<file path="src/inc/spm_regs.vh">
// register offsets, field positions, config port addresses and fan duty values for the serial pin strap mux
`ifndef SPM_REGS_VH
`define SPM_REGS_VH
`define SPM_OFF_STRAP      12'h000
`define SPM_OFF_ADDR       12'h004
`define SPM_OFF_CFGPORT    12'h008
`define SPM_OFF_MSR_BASE   12'h010
`define SPM_OFF_MCR_BASE   12'h030
`define SPM_OFF_GPSEL_BASE 12'h050
`define SPM_OFF_GPOUT_BASE 12'h060
`define SPM_OFF_GPIN_BASE  12'h070
`define SPM_OFF_FDC        12'h080
`define SPM_OFF_UART_OUT   12'h084
`define SPM_STRAP_FDC_BIT  1
`define SPM_STRAP_KBC_BIT  2
`define SPM_ADDR_SEL_BIT   6
`define SPM_MSR_CTS_BIT    4
`define SPM_MSR_DSR_BIT    5
`define SPM_MSR_RI_BIT     6
`define SPM_MSR_DCD_BIT    7
`define SPM_CFG_ADDR_LO    16'h002E
`define SPM_CFG_ADDR_HI    16'h004E
`define SPM_FAN_HALF       8'h80
`define SPM_FAN_FULL       8'hFF
`endif

</file>
<file path="src/spm_sync2.v">
// two flip-flop synchroniser, one per bit
`timescale 1ns/1ps
`default_nettype none
module spm_sync2 #(
  parameter WIDTH = 1,
  parameter [WIDTH-1:0] INIT = {WIDTH{1'b0}}
) (
  input wire pclk,
  input wire presetn,
  input wire [WIDTH-1:0] d,
  output wire [WIDTH-1:0] q
);
  reg [WIDTH-1:0] meta_reg;
  reg [WIDTH-1:0] sync_reg;
  always @(posedge pclk or negedge presetn) begin
    if (!presetn) begin
      meta_reg <= INIT;
      sync_reg <= INIT;
    end else begin
      meta_reg <= d;
      sync_reg <= meta_reg;
    end
  end
  assign q = sync_reg;
endmodule // spm_sync2
`default_nettype wire

</file>
<file path="src/spm_pin_mux.v">
// serial port pin sharing, power-on strap capture and apb register file
`timescale 1ns/1ps
`default_nettype none
`include "spm_regs.vh"
module spm_pin_mux #(
  parameter NPORT = 6,
  parameter NGP = 4
) (
  input wire pclk,
  input wire presetn,
  input wire psel,
  input wire penable,
  input wire pwrite,
  input wire [11:0] paddr,
  input wire [31:0] pwdata,
  output wire [31:0] prdata,
  output wire pready,
  output wire pslverr,
  input wire config_addr_strap,
  input wire floppy_or_uartf_strap,
  input wire kbd_ctrl_enable_strap,
  input wire fan_speed_strap,
  input wire beep_led_gpio_select_strap,
  input wire [NPORT-1:0] cts_n_in,
  input wire [NPORT-1:0] dsr_n_in,
  input wire [NPORT-1:0] dcd_n_in,
  input wire [NPORT-1:0] ri_n_in,
  input wire [NPORT-1:0] serial_in,
  input wire infrared_receive_in,
  output wire [NPORT-1:0] rts_n_out,
  output wire [NPORT-1:0] dtr_n_out,
  output wire [NPORT-1:0] serial_out,
  output wire [NGP*8-1:0] gpio_oe_n,
  output wire infrared_transmit_out,
  output wire drive_a_select_n_out,
  output wire drive_a_select_n_oe_n,
  output wire motor_a_on_n_out,
  output wire motor_a_on_n_oe_n,
  output wire head_dir_out,
  output wire head_dir_oe_n,
  output wire head_side_out,
  output wire head_side_oe_n,
  output wire step_n_out,
  output wire step_n_oe_n,
  output wire floppy_write_data_n_out,
  output wire floppy_write_data_n_oe_n,
  output wire write_enable_n_out,
  output wire write_enable_n_oe_n,
  output wire floppy_enable,
  output wire keyboard_controller_enable,
  output wire [7:0] fan_initial_duty,
  output wire beep_out,
  output wire beep_oe_n,
  output wire power_led_out,
  output wire power_led_oe_n,
  output wire [15:0] config_index_port,
  output wire [15:0] config_data_port
);

////////////////////////////////////////////////////////////////////////////////
// strap capture: straps are sampled after reset release, once settle_reg reaches 3, and then frozen
  wire [4:0] strap_sync;
  reg [4:0] strap_reg;
  reg strap_done_reg;
  spm_sync2 #(.WIDTH(5), .INIT(5'h00)) u_strap_sync (
    .pclk(pclk),
    .presetn(presetn),
    .d({beep_led_gpio_select_strap, fan_speed_strap, kbd_ctrl_enable_strap,
        floppy_or_uartf_strap, config_addr_strap}),
    .q(strap_sync)
  );
  // the synchroniser runs through the sync delay, then one clocked capture freezes it;
  // later pin activity never reaches strap_reg
  reg [1:0] settle_reg;
  always @(posedge pclk or negedge presetn) begin
    if (!presetn) begin
      settle_reg <= 2'h0;
      strap_done_reg <= 1'b0;
      strap_reg <= 5'h00;
    end else begin
      if (settle_reg != 2'h3) begin
        settle_reg <= settle_reg + 2'h1;
      end
      if (settle_reg == 2'h3 && !strap_done_reg) begin
        strap_reg <= strap_sync;
        strap_done_reg <= 1'b1;
      end
    end
  end
  // straps are sampled again after every release of the active-low presetn, not just at power-on; the pins carry
  // their resistor level at that time because the sync chain is reset-clean

  wire addr_strap = strap_reg[0];
  assign floppy_enable = strap_done_reg & ~strap_reg[1];
  assign keyboard_controller_enable = strap_reg[2];
  assign fan_initial_duty = strap_reg[3] ? `SPM_FAN_FULL : `SPM_FAN_HALF;
  wire gpio_mode_27 = strap_reg[4];

  wire [15:0] cfg_base = addr_strap ? `SPM_CFG_ADDR_HI : `SPM_CFG_ADDR_LO;
  assign config_index_port = cfg_base;
  assign config_data_port = cfg_base + 16'h0001;

////////////////////////////////////////////////////////////////////////////////
// modem input synchronisers
  wire [NPORT-1:0] cts_s, dsr_s, dcd_s, ri_s;
  wire ir_s;
  spm_sync2 #(.WIDTH(4*NPORT+1), .INIT({(4*NPORT+1){1'b1}})) u_modem_sync (
    .pclk(pclk),
    .presetn(presetn),
    .d({infrared_receive_in, ri_n_in, dcd_n_in, dsr_n_in, cts_n_in}),
    .q({ir_s, ri_s, dcd_s, dsr_s, cts_s})
  );
  wire [NPORT-1:0] sin_s;
  spm_sync2 #(.WIDTH(NPORT), .INIT({NPORT{1'b1}})) u_sin_sync (
    .pclk(pclk),
    .presetn(presetn),
    .d(serial_in),
    .q(sin_s)
  );

////////////////////////////////////////////////////////////////////////////////
// software state
  reg [1:0] mcr_reg [0:NPORT-1];
  reg [NPORT-1:0] sout_reg;
  reg [7:0] gpsel_reg [0:NGP-1];
  reg [7:0] gpout_reg [0:NGP-1];
  reg [5:0] fdc_reg;
  reg [1:0] misc_reg;

  wire access = psel & penable;
  wire wr = access & pwrite;
  assign pready = 1'b1;

////////////////////////////////////////////////////////////////////////////////
// per-port modem control and status
  wire [7:0] msr_word [0:NPORT-1];
  genvar gi;
  generate
    for (gi = 0; gi < NPORT; gi = gi + 1) begin : g_port
      // status bits report asserted (pin low) as one
      assign msr_word[gi] = {~dcd_s[gi], ~ri_s[gi], ~dsr_s[gi], ~cts_s[gi], 4'h0};
      always @(posedge pclk or negedge presetn) begin
        if (!presetn) begin
          mcr_reg[gi] <= 2'h0;
        end else if (wr && paddr == `SPM_OFF_MCR_BASE + 4 * gi) begin
          mcr_reg[gi] <= pwdata[1:0];
        end
      end
      // mcr bit0 = dtr ready, bit1 = rts ready; ready drives the pin low
      assign dtr_n_out[gi] = ~mcr_reg[gi][0];
      assign rts_n_out[gi] = ~mcr_reg[gi][1];
    end
  endgenerate

  always @(posedge pclk or negedge presetn) begin
    if (!presetn) begin
      sout_reg <= {NPORT{1'b1}};
      misc_reg <= 2'h0;
      fdc_reg <= 6'h3F;
    end else if (wr && paddr == `SPM_OFF_UART_OUT) begin
      sout_reg <= pwdata[NPORT-1:0];
      misc_reg[0] <= pwdata[8];
    end else if (wr && paddr == `SPM_OFF_FDC) begin
      fdc_reg <= pwdata[5:0];
    end else if (wr && paddr == `SPM_OFF_CFGPORT) begin
      misc_reg[1] <= pwdata[0];
    end
  end
  assign infrared_transmit_out = misc_reg[0];

////////////////////////////////////////////////////////////////////////////////
// gpio sharing for ports B..E: only a selected bit 2 stops driving its serial function (serial out)
  generate
    for (gi = 0; gi < NGP; gi = gi + 1) begin : g_gp
      always @(posedge pclk or negedge presetn) begin
        if (!presetn) begin
          gpsel_reg[gi] <= 8'h00;
          gpout_reg[gi] <= 8'hFF;
        end else if (wr && paddr == `SPM_OFF_GPSEL_BASE + 4 * gi) begin
          gpsel_reg[gi] <= pwdata[7:0];
        end else if (wr && paddr == `SPM_OFF_GPOUT_BASE + 4 * gi) begin
          gpout_reg[gi] <= pwdata[7:0];
        end
      end
      // open-drain gpio: enable (low) only when selected and driving zero
      assign gpio_oe_n[gi*8 +: 8] = ~(gpsel_reg[gi] & ~gpout_reg[gi]);
    end
  endgenerate

  // port F serial out is silenced when floppy owns the pins
  genvar si;
  generate
    for (si = 0; si < NPORT; si = si + 1) begin : g_sout
      if (si == NPORT - 1) begin : g_f
        assign serial_out[si] = floppy_enable ? 1'b1 : sout_reg[si];
      end else if (si == 0) begin : g_a
        assign serial_out[si] = sout_reg[si];
      end else begin : g_shared
        // bit 2 of each gpio port shares the serial output pin
        assign serial_out[si] = gpsel_reg[si-1][2] ? gpout_reg[si-1][2] : sout_reg[si];
      end
    end
  endgenerate

////////////////////////////////////////////////////////////////////////////////
// floppy outputs, open drain: enable low drives the pin low, else released high
  // fdc_reg: 0 dsel_n 1 motor_n 2 dir 3 head 4 step_n 5 wdata_n ; wenable reuses misc
  assign drive_a_select_n_out = 1'b0;
  assign drive_a_select_n_oe_n = fdc_reg[0];
  assign motor_a_on_n_out = 1'b0;
  assign motor_a_on_n_oe_n = fdc_reg[1];
  assign head_dir_out = 1'b0;
  assign head_dir_oe_n = fdc_reg[2];
  assign head_side_out = 1'b0;
  assign head_side_oe_n = fdc_reg[3];
  assign step_n_out = 1'b0;
  assign step_n_oe_n = ~floppy_enable | fdc_reg[4];
  assign floppy_write_data_n_out = 1'b0;
  assign floppy_write_data_n_oe_n = ~floppy_enable | fdc_reg[5];
  assign write_enable_n_out = 1'b0;
  assign write_enable_n_oe_n = ~floppy_enable | ~misc_reg[1];

////////////////////////////////////////////////////////////////////////////////
// beep with the power led held released, or plain outputs for both when the strap selects gpio
  assign beep_out = 1'b0;
  assign power_led_out = 1'b0;
  assign beep_oe_n = gpio_mode_27 ? gpout_reg[0][1] : ~misc_reg[0];
  assign power_led_oe_n = gpio_mode_27 ? gpout_reg[0][0] : 1'b1;

////////////////////////////////////////////////////////////////////////////////
// apb read decode, zero wait state; unmapped reads zero and flag pslverr
  reg [31:0] rdata_next;
  reg err_next;
  integer k;
  always @* begin
    rdata_next = 32'h00000000;
    err_next = 1'b1;
    if (paddr == `SPM_OFF_STRAP) begin
      rdata_next[`SPM_STRAP_FDC_BIT] = strap_reg[1];
      rdata_next[`SPM_STRAP_KBC_BIT] = strap_reg[2];
      rdata_next[3] = strap_reg[3];
      rdata_next[4] = strap_reg[4];
      err_next = 1'b0;
    end else if (paddr == `SPM_OFF_ADDR) begin
      rdata_next[`SPM_ADDR_SEL_BIT] = addr_strap;
      err_next = 1'b0;
    end else if (paddr == `SPM_OFF_CFGPORT) begin
      rdata_next[15:0] = cfg_base;
      err_next = 1'b0;
    end else if (paddr == `SPM_OFF_FDC) begin
      rdata_next[5:0] = fdc_reg;
      err_next = 1'b0;
    end else if (paddr == `SPM_OFF_UART_OUT) begin
      rdata_next[NPORT-1:0] = sout_reg;
      rdata_next[8] = misc_reg[0];
      rdata_next[16+NPORT-1:16] = sin_s;
      rdata_next[24] = ir_s;
      err_next = 1'b0;
    end else begin
      for (k = 0; k < NPORT; k = k + 1) begin
        if (paddr == `SPM_OFF_MSR_BASE + 4 * k) begin
          rdata_next[7:0] = msr_word[k];
          err_next = 1'b0;
        end
        if (paddr == `SPM_OFF_MCR_BASE + 4 * k) begin
          rdata_next[1:0] = mcr_reg[k];
          err_next = 1'b0;
        end
      end
      for (k = 0; k < NGP; k = k + 1) begin
        if (paddr == `SPM_OFF_GPSEL_BASE + 4 * k) begin
          rdata_next[7:0] = gpsel_reg[k];
          err_next = 1'b0;
        end
        if (paddr == `SPM_OFF_GPOUT_BASE + 4 * k) begin
          rdata_next[7:0] = gpout_reg[k];
          err_next = 1'b0;
        end
        if (paddr == `SPM_OFF_GPIN_BASE + 4 * k) begin
          // bit order follows the shared pins: cts dsr rts dtr sin sout dcd ri
          rdata_next[7:0] = {~cts_s[k+1], ~dsr_s[k+1], ~rts_n_out[k+1], ~dtr_n_out[k+1],
                             sin_s[k+1], sout_reg[k+1], ~dcd_s[k+1], ~ri_s[k+1]};
          err_next = 1'b0;
        end
      end
    end
  end

  reg [31:0] prdata_reg;
  reg pslverr_reg;
  always @(posedge pclk or negedge presetn) begin
    if (!presetn) begin
      prdata_reg <= 32'h00000000;
      pslverr_reg <= 1'b0;
    end else if (psel && !penable) begin
      prdata_reg <= pwrite ? 32'h00000000 : rdata_next;
      pslverr_reg <= err_next;
    end
  end
  assign prdata = prdata_reg;
  assign pslverr = access & pslverr_reg;

endmodule // spm_pin_mux
`default_nettype wire

</file>
<file path="config.mk">
export PLATFORM = sky130hd
export DESIGN_NAME = spm_pin_mux
export DESIGN_NICKNAME = d
export VERILOG_FILES = /design/src/spm_sync2.v /design/src/spm_pin_mux.v
export VERILOG_INCLUDE_DIRS = /design/src /design/src/inc
export SDC_FILE = /design/constraint.sdc
export NUM_CORES = 1
export LEC_CHECK = 0
export ABC_CLOCK_PERIOD_IN_PS = 1850
export BUFFER_PORTS_ARGS = -buffer_cell sky130_fd_sc_hd__buf_4
export CORE_ASPECT_RATIO = 0.75
export CORE_MARGIN = 5
export CORE_UTILIZATION = 35
export CTS_CLUSTER_DIAMETER = 30
export DETAILED_ROUTE_END_ITERATION = 10
export PLACE_DENSITY = 0.65
export SLEW_MARGIN = 10
export SYNTH_ARGS = -nofsm -noshare
export SYNTH_HDL_FRONTEND = slang
export SYNTH_SLANG_ARGS = --single-unit
</file>
<file path="constraint.sdc">
create_clock -name pclk -period 1.85 [get_ports pclk]
set_input_delay 0.185 -clock pclk [delete_from_list [all_inputs] [get_ports pclk]]
set_output_delay 0.185 -clock pclk [all_outputs]
set_load 0.01 [all_outputs]
</file>
==> results_dict.tcl, run 1 <==
set metrics [dict create \
    yosysTopAreaCellShare_pct 29.33 \
    netlist_area_sq_um 9497 \
    area.growth.synth_to_final_pct 37.85 \
    placedInstanceArea_sq_um 12070 \
    grt_pass1_wl_mm 53.15 \
    worstPathRequired_ns 2.23 \
    cts_tree "done" \
    synth_cell_types 75 \
    first_pass_iters 6 \
    yosys.area_share.adder_pct 0.1318 \
    numPortBuffers 151 \
    diodes 0 \
    cts_buffers 17 \
    synth_compound_area_share_pct 13.14 \
    ys_ff_latch 187 \
    yosysSeqAreaShare_pct 50.67 \
    power_density_nw_per_um2 693.5 \
    crit_top_cell "buf_4" \
    place_inst 1498 \
    grt_pass1_vias 8293 \
    fin_cells 1568 \
    leakagePower_nw 5.778 \
    maxCapViolCount 0 \
    final_net_count 1290 \
    maxClockFrequency_ghz 0.5532 \
    htreeDepth 4 \
    worstSetupPathType "input pin to flop" \
    crit_fanout 11 \
    path_cells "buf_4 -> buf_4 -> or4b_1 -> or4_4 -> nor2_4 -> mux2_2" \
    clockBufferDepth 2 \
    register_area_sq_um 4812 \
    cts_root_buffer "clkbuf_16" \
    drc_errors 0 \
    synthArstFlopShare_pct 100.0 \
    cts.clk_slew.worst_paths_ns 0.08 \
    rsz0062_at_grt "false" \
    status "finished, final reports clean" \
    drtIter0Drc 765 \
    antenna_found_initial 2 \
    hold_class "input pin to flop" \
    finalSetupViolCount 0 \
    vdd_drop_max_mv 0.6539 \
    synth_top_family_by_area "simple AND/OR/NAND/NOR gates" \
    core_sq_um 26870 \
    clk_latency_ns 0.46 \
    cts_setup_buffers 0 \
    synth-main-ff-cell "dfstp_2" \
    final_area_sq_um 13090 \
    fin_crit_ns 1.808 \
    yosys.area_share.simple_pct 15.52 \
    dieHeight_um 152.7 \
    synthTopCellsByArea "dfstp_2 (29%), dfrtp_1 (21%), mux2_2 (10%), buf_4 (5.4%), nand2b_1 (2.9%)" \
    synth_warnings 0 \
    antenna_left 0 \
    syn_area_per_cell_sq_um 10.92 \
    synthMuxAreaShare_pct 11.99 \
    syn_inst 870 \
    viasPerCell 5.279 \
    synth_edf_count 0 \
    hold_violations 0 \
    vias 8278 \
    period_share_pct 97.71 \
    slew_violations 0 \
    ioPinCount 230 \
    clock_skew_ns 0.01673 \
    finalHoldWorstSlack_ns 0.03753 \
    endpoint_kind "flop" \
    synth-xor-area-share_pct 0.1845 \
    hpwl_mm 27.54 \
    gr-total-overflow 0 \
    cp.arrival_ns 2.19 \
    cts.sinks 187 \
    synth_top_area_cell "dfstp_2" \
    die-area_sq_um 30560 \
    grt_use_total_pct 22.89 \
    wl_per_cell_um 22.63 \
    post-route-util_pct 48.72 \
    grt_max_degree 48 \
    maxSlewHeadroom_pct 66.34 \
    crit_path_max_incr_delay_ns 0.64 \
    rows 52 \
    worst_slew_pin_slew_ns 0.4922 \
    multi_input_area_sq_um 4130 \
    start_util_pct 35.34 \
    gp_congestion 1.000 \
    die_w_um 200.2 \
    crit_slowest_cell "or4b_1" \
    drive_gt1_share_pct 49.47 \
    drt-total-wl_mm 35.48 \
    nFillCells 2446 \
    startpoint_type "input pin" \
]
## placed cells by master, fill, tap and decap left out, types with 10 or more instances in the layout
master	count
a22oi_1	11
nand2_1	57
nor3_1	20
buf_4	326
clkbuf_16	17
conb_1	55
mux2_2	84
dfstp_2	106
a31oi_1	13
a21oi_1	24
dlygate4sd3_1	38
dfrtp_1	81
nor2b_1	14
o21ai_0	43
a22o_1	10
nand3_1	16
inv_1	23
nand2b_1	44
nor2_1	48
## Yosys cell counts, types with 5 or more instances
library cell / count
o211ai_1: 9
o21ai_0: 45
nor2b_1: 14
nor3_1: 20
buf_2: 20
mux2i_1: 8
nor4_1: 6
buf_4: 68
nand2b_1: 44
nor2_2: 8
or2_2: 7
a31oi_1: 13
nor2_1: 49
o221ai_1: 6
a21oi_1: 26
a2111oi_0: 5
o32ai_1: 8
a211oi_1: 6
nand3_1: 16
a22oi_1: 11
inv_1: 23
mux2_2: 84
a22o_1: 10
clkbuf_1: 21
a21o_1: 5
dfrtp_1: 81
mux4_2: 5
dfstp_2: 106
nand2_1: 57
## power by group
group | internal, W | switching (W) | total [W]
combinational | 0.000435 | 0.000562 | 0.000997
sequential | 0.00424 | 0.0000545 | 0.00429
clock | 0.00199 | 0.00180 | 0.00379
total | 0.00667 | 0.00241 | 0.00908
## cell type report
| cell class | count | area share, % |
|---|---|---|
| Tap cell | 351 | 3.355 |
| Clock inverter | 13 | 1.156 |
| Timing Repair Buffer | 374 | 23.06 |
| Multi-Input combinational cell | 601 | 31.55 |
| Inverter | 23 | 0.6595 |
| Sequential cell | 187 | 36.76 |
| Clock buffer | 19 | 3.460 |
## timing repair
item | 4_1_cts | 5_1_grt
setup endpoints to repair | 1 | 8
gates cloned | 0 | 0
resized for setup | 1 | 10
hold buffers | 38 | 0
pin swaps | 0 | 3
endpoints found under the hold margin | 53 | 0
## critical path, delay by kind of cell
family / cells / cell delay [ns]
AND/OR/NAND/NOR: 3 / 1.33
multiplexers: 1 / 0.36
buffers and inverters: 2 / 0.30
## metal layers
metal / up-vias / track usage, % / wire, um
met1: 4100 / 35.44 / 16820
met5: - / 0 / 13
li1: 3694 / - / -
met3: 36 / 6.553 / 3734
met2: 446 / 31.59 / 14390
met4: 2 / 4.915 / 516
## stage by stage
| stage | worst slack, ns | total power, W | TNS [ns] |
|---|---|---|---|
| 3_5_place_dp | -0.4048 | 0.005272 | -20.81 |
| 5_1_grt | 0.004967 | 0.009415 | 0 |
| 6_report | 0.04244 | 0.009079 | 0 |
| 3_3_place_gp | -0.3881 | 0.005269 | -22.00 |
| 2_1_floorplan | -0.03342 | 0.004781 | -0.2003 |
| 4_1_cts | 0.06548 | 0.009164 | 0 |
## logic make-up (layout without fill, tap and decap cells)
logic type	Yosys count	in the layout
AO/OA/AOI/OAI	181	181
XOR/XNOR	2	2
adder cells (fa/ha/maj)	1	1
buffers and inverters	135	429
flip-flops	187	187
multiplexers	97	97
other	2	55
AND/OR/NAND/NOR	265	265
## path summary, 6_finish.rpt
path                                        endpoint  depth (start not counted)  slack (ns)                      start
min in group asynchronous               gpsel_reg[6]                          2        0.25                    presetn
max reg2reg                                prdata[2]                          6        0.12                sout_reg[1]
max                                       fdc_reg[2]                          6        0.04                   paddr[4]
min                                    gpsel_reg[31]                          2        0.04                  pwdata[7]
max in group asynchronous  u_modem_sync.meta_reg[22]                          3        0.90                    presetn
min reg2reg                       u_modem_sync.q[17]                          0        0.35  u_modem_sync.meta_reg[17]
No activity file was read; power rests on OpenSTA's default activity.
==> inputs of run 2 (changes only) <==
--- a/config.mk
+++ b/config.mk
@@ -13,7 +13,7 @@
 export CORE_UTILIZATION = 35
 export CTS_CLUSTER_DIAMETER = 30
 export DETAILED_ROUTE_END_ITERATION = 10
-export PLACE_DENSITY = 0.65
+export PLACE_DENSITY_LB_ADDON = 0.3
 export SLEW_MARGIN = 10
 export SYNTH_ARGS = -nofsm -noshare
 export SYNTH_HDL_FRONTEND = slang
==> run 2 against run 1 <==
Effect of this change:
- combinational power fell by 2.0%
- register-to-register slack got worse by 0.04 ns
- critical path depth unchanged
- final area decreased by 0.32%
- fmax rose by 2.4%
- core utilization decreased by 0.15 points
- sequential share of layout area increased by 0.12 points
- clock power down 6.1%
- clock skew is 0.0043 ns lower
- non-clock buffer count fell by 6
- setup slack gained 0.042 ns
- largest power group unchanged
==> results_dict.tcl, run 2 (same netlist as run 1, synthesis figures left out) <==
set metrics [dict create \
    drt-total-wl_mm 35.48 \
    grt_use_total_pct 22.79 \
    p_int_w 0.006447 \
    gr-total-overflow 0 \
    drtIter0Drc 628 \
    core_sq_um 26870 \
    grt_pass1_vias 8178 \
    slew_violations 0 \
    drive_gt1_share_pct 48.89 \
    gp_congestion 0.9697 \
    rows 52 \
    hpwl_mm 27.81 \
    cts_tree "done" \
    grt_pass1_wl_mm 53.12 \
    path_cells "mux4_2 -> a22oi_1 -> nor2_1 -> a2111oi_2 -> buf_4 -> o21ai_1" \
    status "finished, final reports clean" \
    cts_buffers 17 \
    antenna_found_initial 0 \
    htreeDepth 4 \
    vias 8220 \
    clockPowerShare_pct 40.3 \
    reg2reg_from "gpsel_reg[27]" \
    maxCapViolCount 0 \
    worstSetupPathType "flop to flop" \
    viasPerCell 5.262 \
    cts.sinks 187 \
    drc_errors 0 \
    hold_class "input pin to flop" \
    cts_setup_buffers 0 \
    hold_violations 0 \
    dieHeight_um 152.7 \
    cts.clk_slew.worst_paths_ns 0.08 \
    maxSlewHeadroom_pct 63.73 \
    final_common_cell "buf_4" \
    reg2reg_slack_ns 0.08 \
    cp.arrival_ns 2.09 \
    area.growth.synth_to_final_pct 37.42 \
    cts_root_buffer "clkbuf_16" \
    die-area_sq_um 30560 \
    reg2regPathDepth 6 \
    grt_max_degree 53 \
    holdPathStages 2 \
    leakagePower_nw 5.753 \
    switching_power_w 0.002378 \
    multi_input_area_sq_um 4114 \
    crit_path_max_incr_delay_ns 0.47 \
    final_cell_mix "buf_4 (315), dfstp_2 (106), mux2_2 (84)" \
    maxClockFrequency_ghz 0.5664 \
    worst_slew_pin_slew_ns 0.5303 \
    register_area_sq_um 4812 \
    power_density_nw_per_um2 676.2 \
    clk_latency_ns 0.45 \
    post-route-util_pct 48.57 \
    start_util_pct 35.34 \
    crit_slowest_cell "mux4_2" \
    first_pass_iters 5 \
    worstPathRequired_ns 2.18 \
    startpoint_type "flop" \
    r2r_end "prdata[3]" \
    die_w_um 200.2 \
    numPortBuffers 151 \
    comb_power_share_pct 11.1 \
    hp-start "pwdata[7]" \
    wl_per_cell_um 22.72 \
    antenna_left 0 \
    vdd_drop_max_mv 0.6583 \
    crit_fanout 3 \
    final_net_count 1284 \
    whs_endpoint "gpsel_reg[15]" \
    clock_skew_ns 0.01242 \
    p_seq_share_pct 48.6 \
    switching_share_pct 26.95 \
    nFillCells 2484 \
    setup_slack_ns 0.08448 \
    ioPinCount 230 \
    finalSetupViolCount 0 \
    dp_worst_setup_slack_ns -0.3338 \
    diodes 0 \
    fin_crit_ns 1.766 \
    endpoint_kind "flop" \
    clockBufferDepth 2 \
    period_share_pct 95.43 \
]
## run 2: layout make-up
class,instances,area share [%]
Clock buffer,18,3.289
Clock inverter,14,0.9971
Inverter,23,0.6616
Multi-Input combinational cell,601,31.52
Sequential cell,187,36.87
Tap cell,351,3.365
Timing Repair Buffer,368,23.29
## run 2: power by group through the flow
stage          logic (W)  clock network (W)  registers [W]
2_1_floorplan   0.000446                  0        0.00433
3_3_place_gp    0.000899                  0        0.00436
3_5_place_dp    0.000897                  0        0.00436
4_1_cts         0.000965            0.00365        0.00429
5_1_grt          0.00105            0.00382        0.00430
6_report        0.000977            0.00356        0.00429
## run 2: critical path: cells and delay by family (launching register included)
kind	cells	cell delay, ns
buffers and inverters	1	0.17
AND/OR/NAND/NOR	1	0.07
flip-flops	1	0.43
multiplexers	1	0.47
AO/OA/AOI/OAI	3	0.52
## run 2: worst max path at each step
stage	slack, ns	cells past startpoint	from	to
after floorplan	-0.03	4	paddr[1]	fdc_reg[2]
after detailed placement	-0.33	8	paddr[1]	prdata[7]
final	0.08	6	gpsel_reg[27]	prdata[3]
after global routing	-0.007	6	gpsel_reg[27]	prdata[3]
after global placement	-0.39	8	paddr[1]	prdata[7]
after CTS	0.002	6	gpsel_reg[27]	prdata[3]
## run 2: metal layers
metal / wire length, um / GRT usage [%] / vias up
met3: 3046 / 5.574 / 32
met5: 0 / 0 / -
li1: - / - / 3677
met4: 367 / 4.358 / 0
met1: 17530 / 35.84 / 4130
met2: 14540 / 31.75 / 381
## run 2: per-stage QoR
step	total power (W)	instance area (sq um)	hold slack, ns	setup TNS (ns)	cells
2_1_floorplan	0.004781	9696	-0.1106	-0.2003	923
3_3_place_gp	0.005260	12090	0.1574	-12.12	1492
3_5_place_dp	0.005259	12090	0.1594	-14.24	1492
4_1_cts	0.008908	13030	0.03132	0	1562
5_1_grt	0.009166	13050	0.04440	-0.006858	1562
6_report	0.008825	13050	0.05263	0	1562
## run 2: what timing repair did
action,in CTS,in global routing
hold buffers,38,0
hold endpoints to repair,75,0
setup endpoints to repair,1,3
resized for setup,1,3
gates cloned,0,0
